<file path="config.mk">
export PLATFORM = sky130hd
export DESIGN_NAME = egq_rate_limiter
export DESIGN_NICKNAME = d
export VERILOG_FILES = /design/src/egq_port_shaper.v /design/src/egq_rate_limiter.v
export VERILOG_INCLUDE_DIRS = /design/src
export SDC_FILE = /design/constraint.sdc
export NUM_CORES = 2
export LEC_CHECK = 0
export ABC_AREA = 1
export BUFFER_PORTS_ARGS = -buffer_cell sky130_fd_sc_hd__buf_2
export CORE_MARGIN = 2
export CORE_UTILIZATION = 50
export DETAILED_ROUTE_END_ITERATION = 12
export HOLD_SLACK_MARGIN = 0.02
export PLACE_DENSITY = 0.74
export RECOVER_POWER = 25
export SLEW_MARGIN = 30
export SYNTH_ARGS = -nofsm -noshare
export SYNTH_HDL_FRONTEND = slang
export SYNTH_SLANG_ARGS = --single-unit
</file>
<file path="constraint.sdc">
create_clock -name clk -period 18.3 [get_ports clk]
set_clock_uncertainty 0.1 [all_clocks]
set_input_delay 3.66 -clock clk [delete_from_list [all_inputs] [get_ports clk]]
set_output_delay 3.66 -clock clk [all_outputs]
set_load 0.02 [all_outputs]
</file>
<file path="src/egq_consts.vh">
/*
 * Constants of the queue 3 egress rate limiter: register offsets, field
 * layout, reset values, rate codes and shaper timing.
 * Assumes inclusion by bare name from the design files of this block.
 */
`ifndef EGQ_CONSTS_VH
`define EGQ_CONSTS_VH

// Queue 3 egress rate registers, one per port
`define EGQ_Q3_RATE_P1_OFF   8'hBE
`define EGQ_Q3_RATE_P2_OFF   8'hCE
`define EGQ_Q3_RATE_P3_OFF   8'hDE
`define EGQ_Q3_RATE_P4_OFF   8'hEE
`define EGQ_Q3_RATE_P5_OFF   8'hFE
// Port stride between the per-port register groups
`define EGQ_PORT_STRIDE      8'h10

// Field layout and reset value
`define EGQ_RATE_MSB         6
`define EGQ_RATE_LSB         0
`define EGQ_RATE_RST         7'h00

// Rate codes
`define EGQ_CODE_DEFAULT     7'h00
`define EGQ_CODE_FAST_FULL   7'h64
`define EGQ_CODE_SLOW_FULL   7'h0A
`define EGQ_CODE_SUB_FIRST   7'h65
`define EGQ_CODE_SUB_LAST    7'h73
`define EGQ_SUB_STEP_KBPS    17'h00040
`define EGQ_KBPS_PER_MBPS    17'h003E8

// Shaper timing: credit is refilled once per tick
`define EGQ_CLK_NS           5
`define EGQ_TICK_NS          1000
`define EGQ_TICK_CYC         (`EGQ_TICK_NS / `EGQ_CLK_NS)

// Credit is counted in millibits; one byte costs 8000 of them
`define EGQ_MBIT_PER_BYTE    25'h0001F40
`define EGQ_BUCKET_MAX       25'h0F42400

`endif

</file>
<file path="src/egq_port_shaper.v">
/*
 * Token-bucket shaper for one port's queue 3.
 * Assumes rate and unlimited come from the rate decode in the same clock
 * domain, and that tick is a one-cycle pulse once per microsecond.
 */
`timescale 1ns/1ps
`include "egq_consts.vh"

module egq_port_shaper (
    // Clock and reset
    input  wire        clk,
    input  wire        rst,
    // Decoded rate
    input  wire [16:0] rate_kbps,
    input  wire        unlimited,
    // Refill tick, frame cost and debit
    input  wire        tick,
    input  wire [10:0] frame_len,
    input  wire        debit,
    // Credit state
    output wire        send_ok
);

    reg  [24:0] credit_r;
    reg  [24:0] credit_nxt;
    wire [24:0] cost;
    wire [25:0] refill;

    // One microsecond at N kbit/s is N millibits, so the rate adds directly
    assign cost    = frame_len * `EGQ_MBIT_PER_BYTE;
    assign refill  = {1'b0, credit_r} + {9'h000, rate_kbps};
    assign send_ok = unlimited | (credit_r >= cost);

    // Refill, cap at one largest frame so idle time cannot bank a burst
    always @* begin
        credit_nxt = credit_r;
        if (unlimited) begin
            credit_nxt = `EGQ_BUCKET_MAX;
        end else begin
            if (tick) begin
                if (refill > {1'b0, `EGQ_BUCKET_MAX})
                    credit_nxt = `EGQ_BUCKET_MAX;
                else
                    credit_nxt = refill[24:0];
            end
            if (debit) begin
                if (credit_nxt >= cost)
                    credit_nxt = credit_nxt - cost;
                else
                    credit_nxt = 25'h0000000;
            end
        end
    end

    always @(posedge clk or posedge rst) begin
        if (rst)
            credit_r <= 25'h0000000;
        else
            credit_r <= credit_nxt;
    end

endmodule

</file>
<file path="src/egq_rate_limiter.v">
/*
 * Queue 3 egress rate limiter for a five-port switch: per-port rate
 * code registers, rate decode for both link speeds, queue 3 shaping and
 * strict priority selection with ratio pacing of the lower queues.
 * Assumes the register port, link speed, queue mode and queue requests
 * all come from switch core logic on the same clock.
 */
`timescale 1ns/1ps
`include "egq_consts.vh"

// Overview of operation
// - Each port has a 7-bit queue 3 rate code in bits 6..0, reset zero.
// - In four-queue mode, queue 3 traffic leaves each port at the rate its code selects.
// - In four-queue mode queue 3 is the highest priority queue.
// - Queue 3 gets the exact coded rate; lower queues follow ratio settings only while queue 3 is limited.
// - At 100 Mbit, codes 1 to 99 limit to that many Mbit/s.
// - At 100 Mbit, code 0 or 100 means full rate, no limiting.
// - At 10 Mbit, codes 1 to 9 limit to that many Mbit/s.
// - At 10 Mbit, code 0 or 10 means full 10 Mbit rate.
// - Codes 101 to 115 give 64 to 960 kbit/s in 64 kbit steps.
// - In four-queue mode queue 0 is lowest; priority rises with number.
module egq_rate_limiter #(
    parameter NPORT    = 5,
    parameter RATIO_W  = 8
) (
    // Clock and reset
    input  wire                   clk,
    input  wire                   rst,
    // Register access port
    input  wire [7:0]             reg_addr,
    input  wire                   reg_wr,
    input  wire [7:0]             reg_wdata,
    input  wire                   reg_rd,
    output reg  [7:0]             reg_rdata,
    // Per-port link state
    input  wire [NPORT-1:0]       fast_link_speed,
    input  wire [NPORT-1:0]       four_queue_mode,
    // Per-port queue requests, four bits per port, bit n is queue n
    input  wire [4*NPORT-1:0]     q_pend,
    input  wire [11*NPORT-1:0]    q3_len,
    input  wire [RATIO_W*NPORT-1:0] lo_ratio,
    // Per-port grants, one-cycle one-hot pulse per port
    output reg  [4*NPORT-1:0]     tx_grant
);

    // Rate decode: returns {unlimited, rate in kbit/s}.
    // The sub-megabit band is checked first because it is the same at both
    // link speeds. Anything not listed runs at the full link rate, so a bad
    // code never stalls queue 3. The trade is that a mistyped code silently
    // removes the limit instead of blocking the port.
    function [17:0] egq_decode;
        input [6:0] code;
        input       fast;
        reg   [16:0] mbps;
        reg   [16:0] sub;
        begin
            mbps = {10'h000, code};
            sub  = {10'h000, code - `EGQ_CODE_SUB_FIRST};
            if (code >= `EGQ_CODE_SUB_FIRST && code <= `EGQ_CODE_SUB_LAST)
                egq_decode = {1'b0, (sub + 17'h00001) * `EGQ_SUB_STEP_KBPS};
            else if (code == `EGQ_CODE_DEFAULT)
                egq_decode = {1'b1, 17'h00000};
            else if (fast && code < `EGQ_CODE_FAST_FULL)
                egq_decode = {1'b0, mbps * `EGQ_KBPS_PER_MBPS};
            else if (!fast && code < `EGQ_CODE_SLOW_FULL)
                egq_decode = {1'b0, mbps * `EGQ_KBPS_PER_MBPS};
            else
                egq_decode = {1'b1, 17'h00000};
        end
    endfunction

    // Shared microsecond tick for all shapers.
    // One counter serves every port, so all buckets refill on the same edge.
    // This keeps the refill adder narrow: the rate in kbit/s is exactly the
    // millibits earned per microsecond.
    reg  [7:0] tick_cnt_r;
    reg        tick_r;

    always @(posedge clk or posedge rst) begin
        if (rst) begin
            tick_cnt_r <= 8'h00;
            tick_r     <= 1'b0;
        end else if (tick_cnt_r == `EGQ_TICK_CYC - 1) begin
            tick_cnt_r <= 8'h00;
            tick_r     <= 1'b1;
        end else begin
            tick_cnt_r <= tick_cnt_r + 8'h01;
            tick_r     <= 1'b0;
        end
    end

    // Rate code storage, flattened seven bits per port
    reg  [7*NPORT-1:0] rate_code_r;
    reg  [7:0]         rdata_nxt;
    wire [4*NPORT-1:0] grant_all;
    integer            k;
    integer            j;

    // Writes land only in bits 6..0 of the addressed port's register.
    // One process owns the whole vector so that every bit has one driver;
    // bit 7 is reserved and simply not stored.
    always @(posedge clk or posedge rst) begin
        if (rst) begin
            rate_code_r <= {NPORT{`EGQ_RATE_RST}};
        end else begin
            for (j = 0; j < NPORT; j = j + 1) begin
                if (reg_wr && reg_addr == `EGQ_Q3_RATE_P1_OFF + j * `EGQ_PORT_STRIDE)
                    rate_code_r[7*j +: 7] <= reg_wdata[`EGQ_RATE_MSB:`EGQ_RATE_LSB];
            end
        end
    end

    // Read mux: only the low seven bits exist, bit 7 reads zero.
    // Unmapped addresses fall through to zero rather than to the last
    // register, so software never mistakes a wrong address for a value.
    always @* begin
        rdata_nxt = 8'h00;
        for (k = 0; k < NPORT; k = k + 1) begin
            if (reg_addr == `EGQ_Q3_RATE_P1_OFF + k * `EGQ_PORT_STRIDE)
                rdata_nxt = {1'b0, rate_code_r[7*k +: 7]};
        end
    end

    always @(posedge clk or posedge rst) begin
        if (rst)
            reg_rdata <= 8'h00;
        else if (reg_rd)
            reg_rdata <= rdata_nxt;
    end

    // Per-port logic: decode, shaper, arbiter and lower-queue budget.
    // Each port is independent apart from the shared tick.
    genvar p;
    generate
        for (p = 0; p < NPORT; p = p + 1) begin : g_port
            wire [17:0]        dec;
            wire               unlim;
            wire               q3_ok;
            wire [3:0]         pend;
            wire               lo_ok;
            wire               idle;
            reg  [3:0]         grant_nxt;
            reg  [RATIO_W-1:0] lo_budget_r;

            assign dec    = egq_decode(rate_code_r[7*p +: 7], fast_link_speed[p]);
            assign unlim  = dec[17];
            assign pend   = q_pend[4*p +: 4];
            // Lower queues run free when queue 3 is not being limited
            assign lo_ok  = unlim | (lo_budget_r != {RATIO_W{1'b0}});
            // One idle cycle after each grant lets the requester retire
            assign idle   = (tx_grant[4*p +: 4] == 4'h0);

            // The shaper is debited by the grant decision itself, one cycle
            // before the grant shows, so a second frame cannot slip through
            // on credit that is already spent.
            egq_port_shaper u_shaper (
                .clk       (clk),
                .rst       (rst),
                .rate_kbps (dec[16:0]),
                .unlimited (unlim),
                .tick      (tick_r),
                .frame_len (q3_len[11*p +: 11]),
                .debit     (grant_nxt[3]),
                .send_ok   (q3_ok)
            );

            // Strict priority, higher queue number wins.
            // Queue 3 is gated only by its own credit; the lower queues share
            // one budget, so a blocked queue 2 also holds back queues 1 and 0.
            // That keeps the ratio pacing simple at the cost of fairness.
            always @* begin
                grant_nxt = 4'h0;
                if (idle) begin
                    if (four_queue_mode[p]) begin
                        if (pend[3] && q3_ok)
                            grant_nxt = 4'h8;
                        else if (pend[2] && lo_ok)
                            grant_nxt = 4'h4;
                        else if (pend[1] && lo_ok)
                            grant_nxt = 4'h2;
                        else if (pend[0] && lo_ok)
                            grant_nxt = 4'h1;
                    end else begin
                        // Two-queue mode: queue 1 high, queue 0 low
                        if (pend[1])
                            grant_nxt = 4'h2;
                        else if (pend[0])
                            grant_nxt = 4'h1;
                    end
                end
            end

            // Gathered into one vector; a single process registers the grants
            assign grant_all[4*p +: 4] = grant_nxt;

            // Lower queues earn ratio frames per queue 3 frame sent.
            // The budget is reloaded, not added to, so idle time on the lower queues
            // cannot bank a long run of lower-queue frames.
            always @(posedge clk or posedge rst) begin
                if (rst) begin
                    lo_budget_r <= {RATIO_W{1'b0}};
                end else if (grant_nxt[3]) begin
                    lo_budget_r <= lo_ratio[RATIO_W*p +: RATIO_W];
                end else if (!unlim && four_queue_mode[p] && (grant_nxt[2:0] != 3'h0)) begin
                    lo_budget_r <= lo_budget_r - {{(RATIO_W-1){1'b0}}, 1'b1};
                end
            end
        end
    endgenerate

    // Grants come straight from flip-flops: one owner for the whole vector
    always @(posedge clk or posedge rst) begin
        if (rst)
            tx_grant <= {(4*NPORT){1'b0}};
        else
            tx_grant <= grant_all;
    end

endmodule

</file>
# Word level (Yosys, flattened, before mapping)

Index checks and enable logic that the tools add are counted.

Bits in registers: 237
Input port bits: 145
Output and inout bits: 28
Logic and storage cells: 298

Add/sub/neg operators: 26
$mul: 10
$lt $le $gt $ge: 35
Equal/unequal tests: 6
Mux-type cells: 107
Bitwise operators: 10
Reduce and logical (&&, ||, !) cells: 85

Operators with widths:

| kind                  | count |
|---|---|
| $mux 25               | 30 |
| $mux 18               | 20 |
| $ge 25x24->1          | 10 |
| $add 25x17->26        | 5 |
| $gt 26x24->1 const B  | 5 |
| $sub 25x24->25        | 5 |
| $mux 8                | 15 |
| $mul 11x7->18 const B | 5 |
| $mul 7x7->14 const B  | 5 |
| $mux 4                | 15 |
| $logic_and 1x1->1     | 50 |
| $eq 8x8->1 const B    | 6 |
| $add 7x1->8 const B   | 5 |
| $reduce_bool 8->1     | 5 |
| $sub 8x1->8 const B   | 5 |
| $ge 7x7->1 const B    | 5 |
| $le 7x7->1 const B    | 5 |
| $logic_not 7->1       | 5 |
| $lt 7x4->1 const B    | 5 |
| $lt 7x7->1 const B    | 5 |
| $sub 7x7->7 const B   | 5 |
| $logic_not 4->1       | 5 |
| $mux 2                | 10 |
| $mux 3                | 5 |
| 7 further kinds       | 43 |

# Longest topological paths before layout

Depth in word-level cells: 18
Mapped depth: 58
Depth with buffers taken out: 57

# Hierarchy

A second synthesis with hierarchy kept.

Cells, all modules: 6717
Area total of the unflattened synthesis: 45890.3 µm²

By module, submodules not included:

| module                                | times used | cells an instance | area each (µm²) | seq. area each (µm²) |
|---|---|---|---|---|
| egq_rate_limiter                      | 1          | 1962              | 14863.0         | 2777.7 |
| egq_port_shaper at g_port[2].u_shaper | 1          | 950               | 6272.3          | 625.6 |
| egq_port_shaper at g_port[0].u_shaper | 1          | 953               | 6241.0          | 625.6 |
| egq_port_shaper at g_port[1].u_shaper | 1          | 964               | 6184.7          | 625.6 |
| egq_port_shaper at g_port[4].u_shaper | 1          | 944               | 6172.2          | 625.6 |
| egq_port_shaper at g_port[3].u_shaper | 1          | 944               | 6157.2          | 625.6 |

# Worst setup path after synthesis

OpenSTA, ideal clock, no wires.

Kind: input-to-reg
Start: input port q3_len[11]
End: register g_port[1].lo_budget_r[4]
Setup time: 0.117 ns
Arrival: 9.318 ns
Required time: 18.083 ns
Setup slack: 8.764 ns
Stages on the path: 36
Buffers on the path: 1
Cell sequence: fa_1 inv_1 fa_1 fa_1 inv_1 fa_1 ha_1 nand2_1 o21ai_0 a21oi_1 o21bai_1 nand2_1 nand2_1 a21oi_1 inv_1 a21oi_1 o21bai_1 a21oi_1 nor2_1 nor2_1 xor2_1 ha_1 inv_1 nor3_1 inv_1 nor4_1 nand3_1 o2111ai_1 o21ai_0 nor2_1 inv_1 buf_2 nor2_1 a31oi_1 nand2_1 nand2_1

Word-level cells in the longest chain between the ends: 10
Elaborated cells between the ends (all ways): 11
Those cells by class: mul: 1; order compare: 1; mux: 4; bitwise: 1; reduce/logical: 4

Ends and longest elaborated chain:

| what                               | RTL line               | source |
|---|---|---|
| from (decl)                        | egq_rate_limiter.v:40  | `input wire [11*NPORT-1:0] q3_len,` |
| $mul 11x7->18 (no source line) (*) | --                     |  |
| $ge 25x24->1 (*)                   | egq_port_shaper.v:32   | `assign send_ok = unlimited \| (credit_r >= cost);` |
| $or 1x1->1 (*)                     | egq_port_shaper.v:32   |  |
| $logic_and 1x1->1 (*)              | egq_rate_limiter.v:175 | `if (pend[3] && q3_ok)` |
| $mux 4 (*)                         | egq_rate_limiter.v:175 |  |
| $mux 4 (*)                         | egq_rate_limiter.v:174 | `if (four_queue_mode[p]) begin` |
| $mux 4 (*)                         | egq_rate_limiter.v:173 | `if (idle) begin` |
| $reduce_bool 3->1                  | egq_rate_limiter.v:204 | `end else if (!unlim && four_queue_mode[p] && (grant_nxt[2:0] != 3'h0)) begin` |
| $logic_and 1x1->1                  | egq_rate_limiter.v:204 |  |
| $reduce_bool 2->1 (no source line) | --                     |  |
| to (signal assigned)               | egq_rate_limiter.v:201 | `lo_budget_r <= {RATIO_W{1'b0}};` |
| to (signal assigned)               | egq_rate_limiter.v:203 | `lo_budget_r <= lo_ratio[RATIO_W*p +: RATIO_W];` |
| to (signal assigned)               | egq_rate_limiter.v:205 | `lo_budget_r <= lo_budget_r - {{(RATIO_W-1){1'b0}}, 1'b1};` |
| to (decl)                          | egq_rate_limiter.v:143 | `reg [RATIO_W-1:0] lo_budget_r;` |

Every way passes the cells marked *; elsewhere a longest branch is shown, timed or not.
A chain may end at the register's enable or synchronous reset.

# Worst setup path in the final report

Start: input port q3_len[22]
End: register g_port[2].lo_budget_r[0]

Word-level cells in the longest chain between the ends: 10
Elaborated cells between the ends (all ways): 11
Those cells by class: mul: 1; order compare: 1; mux: 4; bitwise: 1; reduce/logical: 4

Ends and longest elaborated chain:

| what                               | RTL line |
|---|---|
| $mul 11x7->18 (no source line) (*) | -- |
| $ge 25x24->1 (*)                   | egq_port_shaper.v:32 |
| $or 1x1->1 (*)                     | egq_port_shaper.v:32 |
| $logic_and 1x1->1 (*)              | egq_rate_limiter.v:175 |
| $mux 4 (*)                         | egq_rate_limiter.v:175 |
| $mux 4 (*)                         | egq_rate_limiter.v:174 |
| $mux 4 (*)                         | egq_rate_limiter.v:173 |
| $reduce_bool 3->1                  | egq_rate_limiter.v:204 |
| $logic_and 1x1->1                  | egq_rate_limiter.v:204 |
| $reduce_bool 2->1 (no source line) | -- |
| to (signal assigned)               | egq_rate_limiter.v:201 |
| to (signal assigned)               | egq_rate_limiter.v:203 |
| to (signal assigned)               | egq_rate_limiter.v:205 |
| to (decl)                          | egq_rate_limiter.v:143 |

Marks and branches as above.

==> impl_results.md <==
* DIE AREA at 86600 um^2
* Syn Nets at 7011
* H-tree levels at 2
* Maximum vdd drop at 0.000105 V
* Diodes inserted at 0
* Vias at 38004
* MaxCap Viol Count at 3
* Post-CTS setup repair buffer count at 0
* Slowest cell on the critical path: nor4_1
* Post-route insts no fill at 7133
* Initial antenna violation count at 2
* Worst R2R Path Depth at 51
* Clock period minus worst slack at 11.09 ns
* Async set-or-reset flop fraction in the synthesized netlist at 1.00
* Cts bufs inserted at 36
* Ratio of cells with drive above 1 in the final layout at 0.0631
* First DRT Iteration DRCs at approximately 2500
* GRT Resource Usage Total at 0.244
* Hold buffers post-CTS at 0
* PwrDens at between 100 and 150 nW/um^2
* List of most frequent post-synthesis cells: nand2_1, inv_1, ha_1, nor2_1, a21oi_1
* Setup crit start kind: primary input
* Worst relative slew slack at -1.58
* DIE HEIGHT at 294 um
* Most common cell in the synthesized netlist: nand2_1
* Slew @ Worst Pin at 3.87 ns
* Reg-to-reg critical path startpoint: rate_code_r[18]
* Worst EP arrival at 11.40 ns
* Area delta synth->final at 7.39%
* Vias in the first global route at 36755
* First-pass GRT wire length at around 180 mm
* Most Frequent Cell on Critical Path: nand2_1
* Pin count of the biggest net entering global routing at 66
* Status: finished, violations left
* CP required at 18.60 ns
* Hold Path Depth at 1
* Nets at 7147
* Max Clk Rate at 90.1 MHz
* Die W at 294 um
* Synth Register Bits at ~240
* Hold path start: tick_cnt_r[0]
* Clk_lat worst skew at 0.57 ns
* Unrepaired setup endpoints after global routing: no
* CTS tree: yes
* DR pass1 iterations at 5
* Ys flop type: dfrtp_1
* R2R setup slack at around 7.8 ns
* Failing checks: max-capacitance violations, max-slew violations
* Gpl congestion at 0.950
* Total core area at approximately 84000 um^2
* I/O pin count at 173
* Area share of the largest cell type after synthesis at 0.210
* Total grt overflow at 0
* Top cells by area, synth: ha_1, dfrtp_1, fa_1
* Worst Hold Path EP: tick_cnt_r[0]
* Initial Util at 0.504
* Mapped Cells at 5890
* Clock Pin Slew Worst Setup and Hold Paths at 0.05 ns
* Setup violations, final at 0
* Final ANT Viol Nets at 0
* Clock buffer depth at 3
* RR Endpoint: g_port[2].u_shaper.credit_r[5]
* Clk root buf: clkbuf_16
* Max incr delay on CP at around 0.6 ns
* Worst setup path class: primary input to flip-flop
* EDFF count, synth at 0
* IO Port Bufs at 170
* Synth Cell Area at between 40000 and 50000 um^2
* Clock sink total at around 240
* Crit. End Element: flip-flop
* # rows at roughly 110
* Setup TNS at 0 ns
* Count of cell types in the netlist at 65
* YS warnings at 0
* Via density at 5.33
* DRC Markers at 0
* CP Launch Point: q3_len[22]
* Sequential area share after synthesis at 0.140
* Period Utilization, post-route at 0.606
* Lkg Pwr at 0.0247 uW
* DRT Wirelength at 105 mm
* Hpwl dp at 85.7 mm
* Fin. Hold Viols at 0
* # placed instances at 7068
* CP Max Fanout at 35
* Worst hold path type: flip-flop to flip-flop
* Cts repair resizes at 0
* Wire length per cell at 14.7 um
* Cell accounting for the most synthesized area: ha_1
* Syn Area/Cell at 7.15 um^2
* Max Slew Vio Count at 186
routing by layer:
layer	wire length, um	GRT usage	part of all wire
met4	2020	0.0541	0.019
met2	48200	0.413	0.46
met1	49000	0.331	0.47
met5	13	0	0.00012
met3	5520	0.0317	0.053
cells by family (layout without fill, tap and decap cells):
| family | after synthesis | in the layout | share of synthesized area |
|---|---|---|---|
| buf+inv | 1093 | 1256 | 0.101 |
| fa+ha+maj | 976 | 976 | 0.338 |
| compound gates | 883 | 883 | 0.120 |
| xor+xnor | 259 | 259 | 0.0540 |
| other cells | 1 | 1 | 0.0000890 |
| simple gates | 2442 | 2442 | 0.247 |
| flops | 236 | 236 | 0.140 |
area by class of cell:
type                       instances  area [um^2]
inverter                        1006         3780
multi-input combinational       4561        32000
fill                            8056        38300
timing repair buffer             185          956
sequential                       236         5910
tap                             1080         1350
clock buffer                      48         1030
clock inverter                    17          226
worst max path at each step:
stage	end	slack [ns]	depth (start not counted)
after floorplan	g_port[0].lo_budget_r[0]	8.07	1
after global placement	g_port[3].u_shaper.credit_r[4]	6.73	34
after detailed placement	g_port[3].u_shaper.credit_r[6]	6.61	34
after CTS	g_port[3].u_shaper.credit_r[6]	7.19	34
after global routing	g_port[3].u_shaper.credit_r[6]	6.58	34
final	g_port[2].lo_budget_r[0]	7.21	32
report_power, final:
| group | internal [uW] | leakage, uW | switching (uW) |
|---|---|---|---|
| logic | 1730 | 0.0210 | 2820 |
| registers | 592 | 0.00303 | 88.1 |
| clock network | 456 | 0.000619 | 291 |
| total | 2780 | 0.0247 | 3200 |
flip-flops by register name (all words and copies together), names as in the netlist:
register                  count
g_port.lo_budget_r           40
tick_cnt_r                    8
tx_grant                     20
rate_code_r                  35
g_port.u_shaper.credit_r    125
reg_rdata                     7
tick_r                        1
worst max-delay path: cells and delay by family:
kind | cells | cell delay (ns)
fa+ha+maj | 6 | 2.72
simple gates | 12 | 2.23
compound gates | 7 | 1.50
buf+inv | 6 | 1.12
xor+xnor | 1 | 0.15
layout by cell type, fill, tap and decap left out, types with 28 or more instances in the layout:
| master | instances |
|---|---|
| nand2_1 | 1280 |
| inv_1 | 978 |
| ha_1 | 706 |
| nor2_1 | 535 |
| a21oi_1 | 353 |
| nand3_1 | 309 |
| o21ai_0 | 274 |
| fa_1 | 270 |
| dfrtp_1 | 235 |
| xor2_1 | 181 |
| buf_2 | 170 |
| nand4_1 | 80 |
| xnor2_1 | 77 |
| nor3_1 | 73 |
| o21bai_1 | 42 |
| clkbuf_16 | 37 |
| nand2_2 | 33 |
| nor4_1 | 31 |
| a31oi_1 | 28 |
through the flow:
step            util  worst slack, ns  power (uW)  hold WS, ns  area, um^2
6_report       0.541             7.21        5980        0.378       45200
5_1_grt        0.541             6.58        6690        0.409       45200
4_1_cts        0.541             7.19        5960        0.385       45200
3_5_place_dp   0.526             6.61        5160        0.368       44000
3_3_place_gp   0.526             6.73        5040        0.352       44000
2_1_floorplan      -             8.07        4290        0.332       42100
Power figures use the tool's default switching activity.
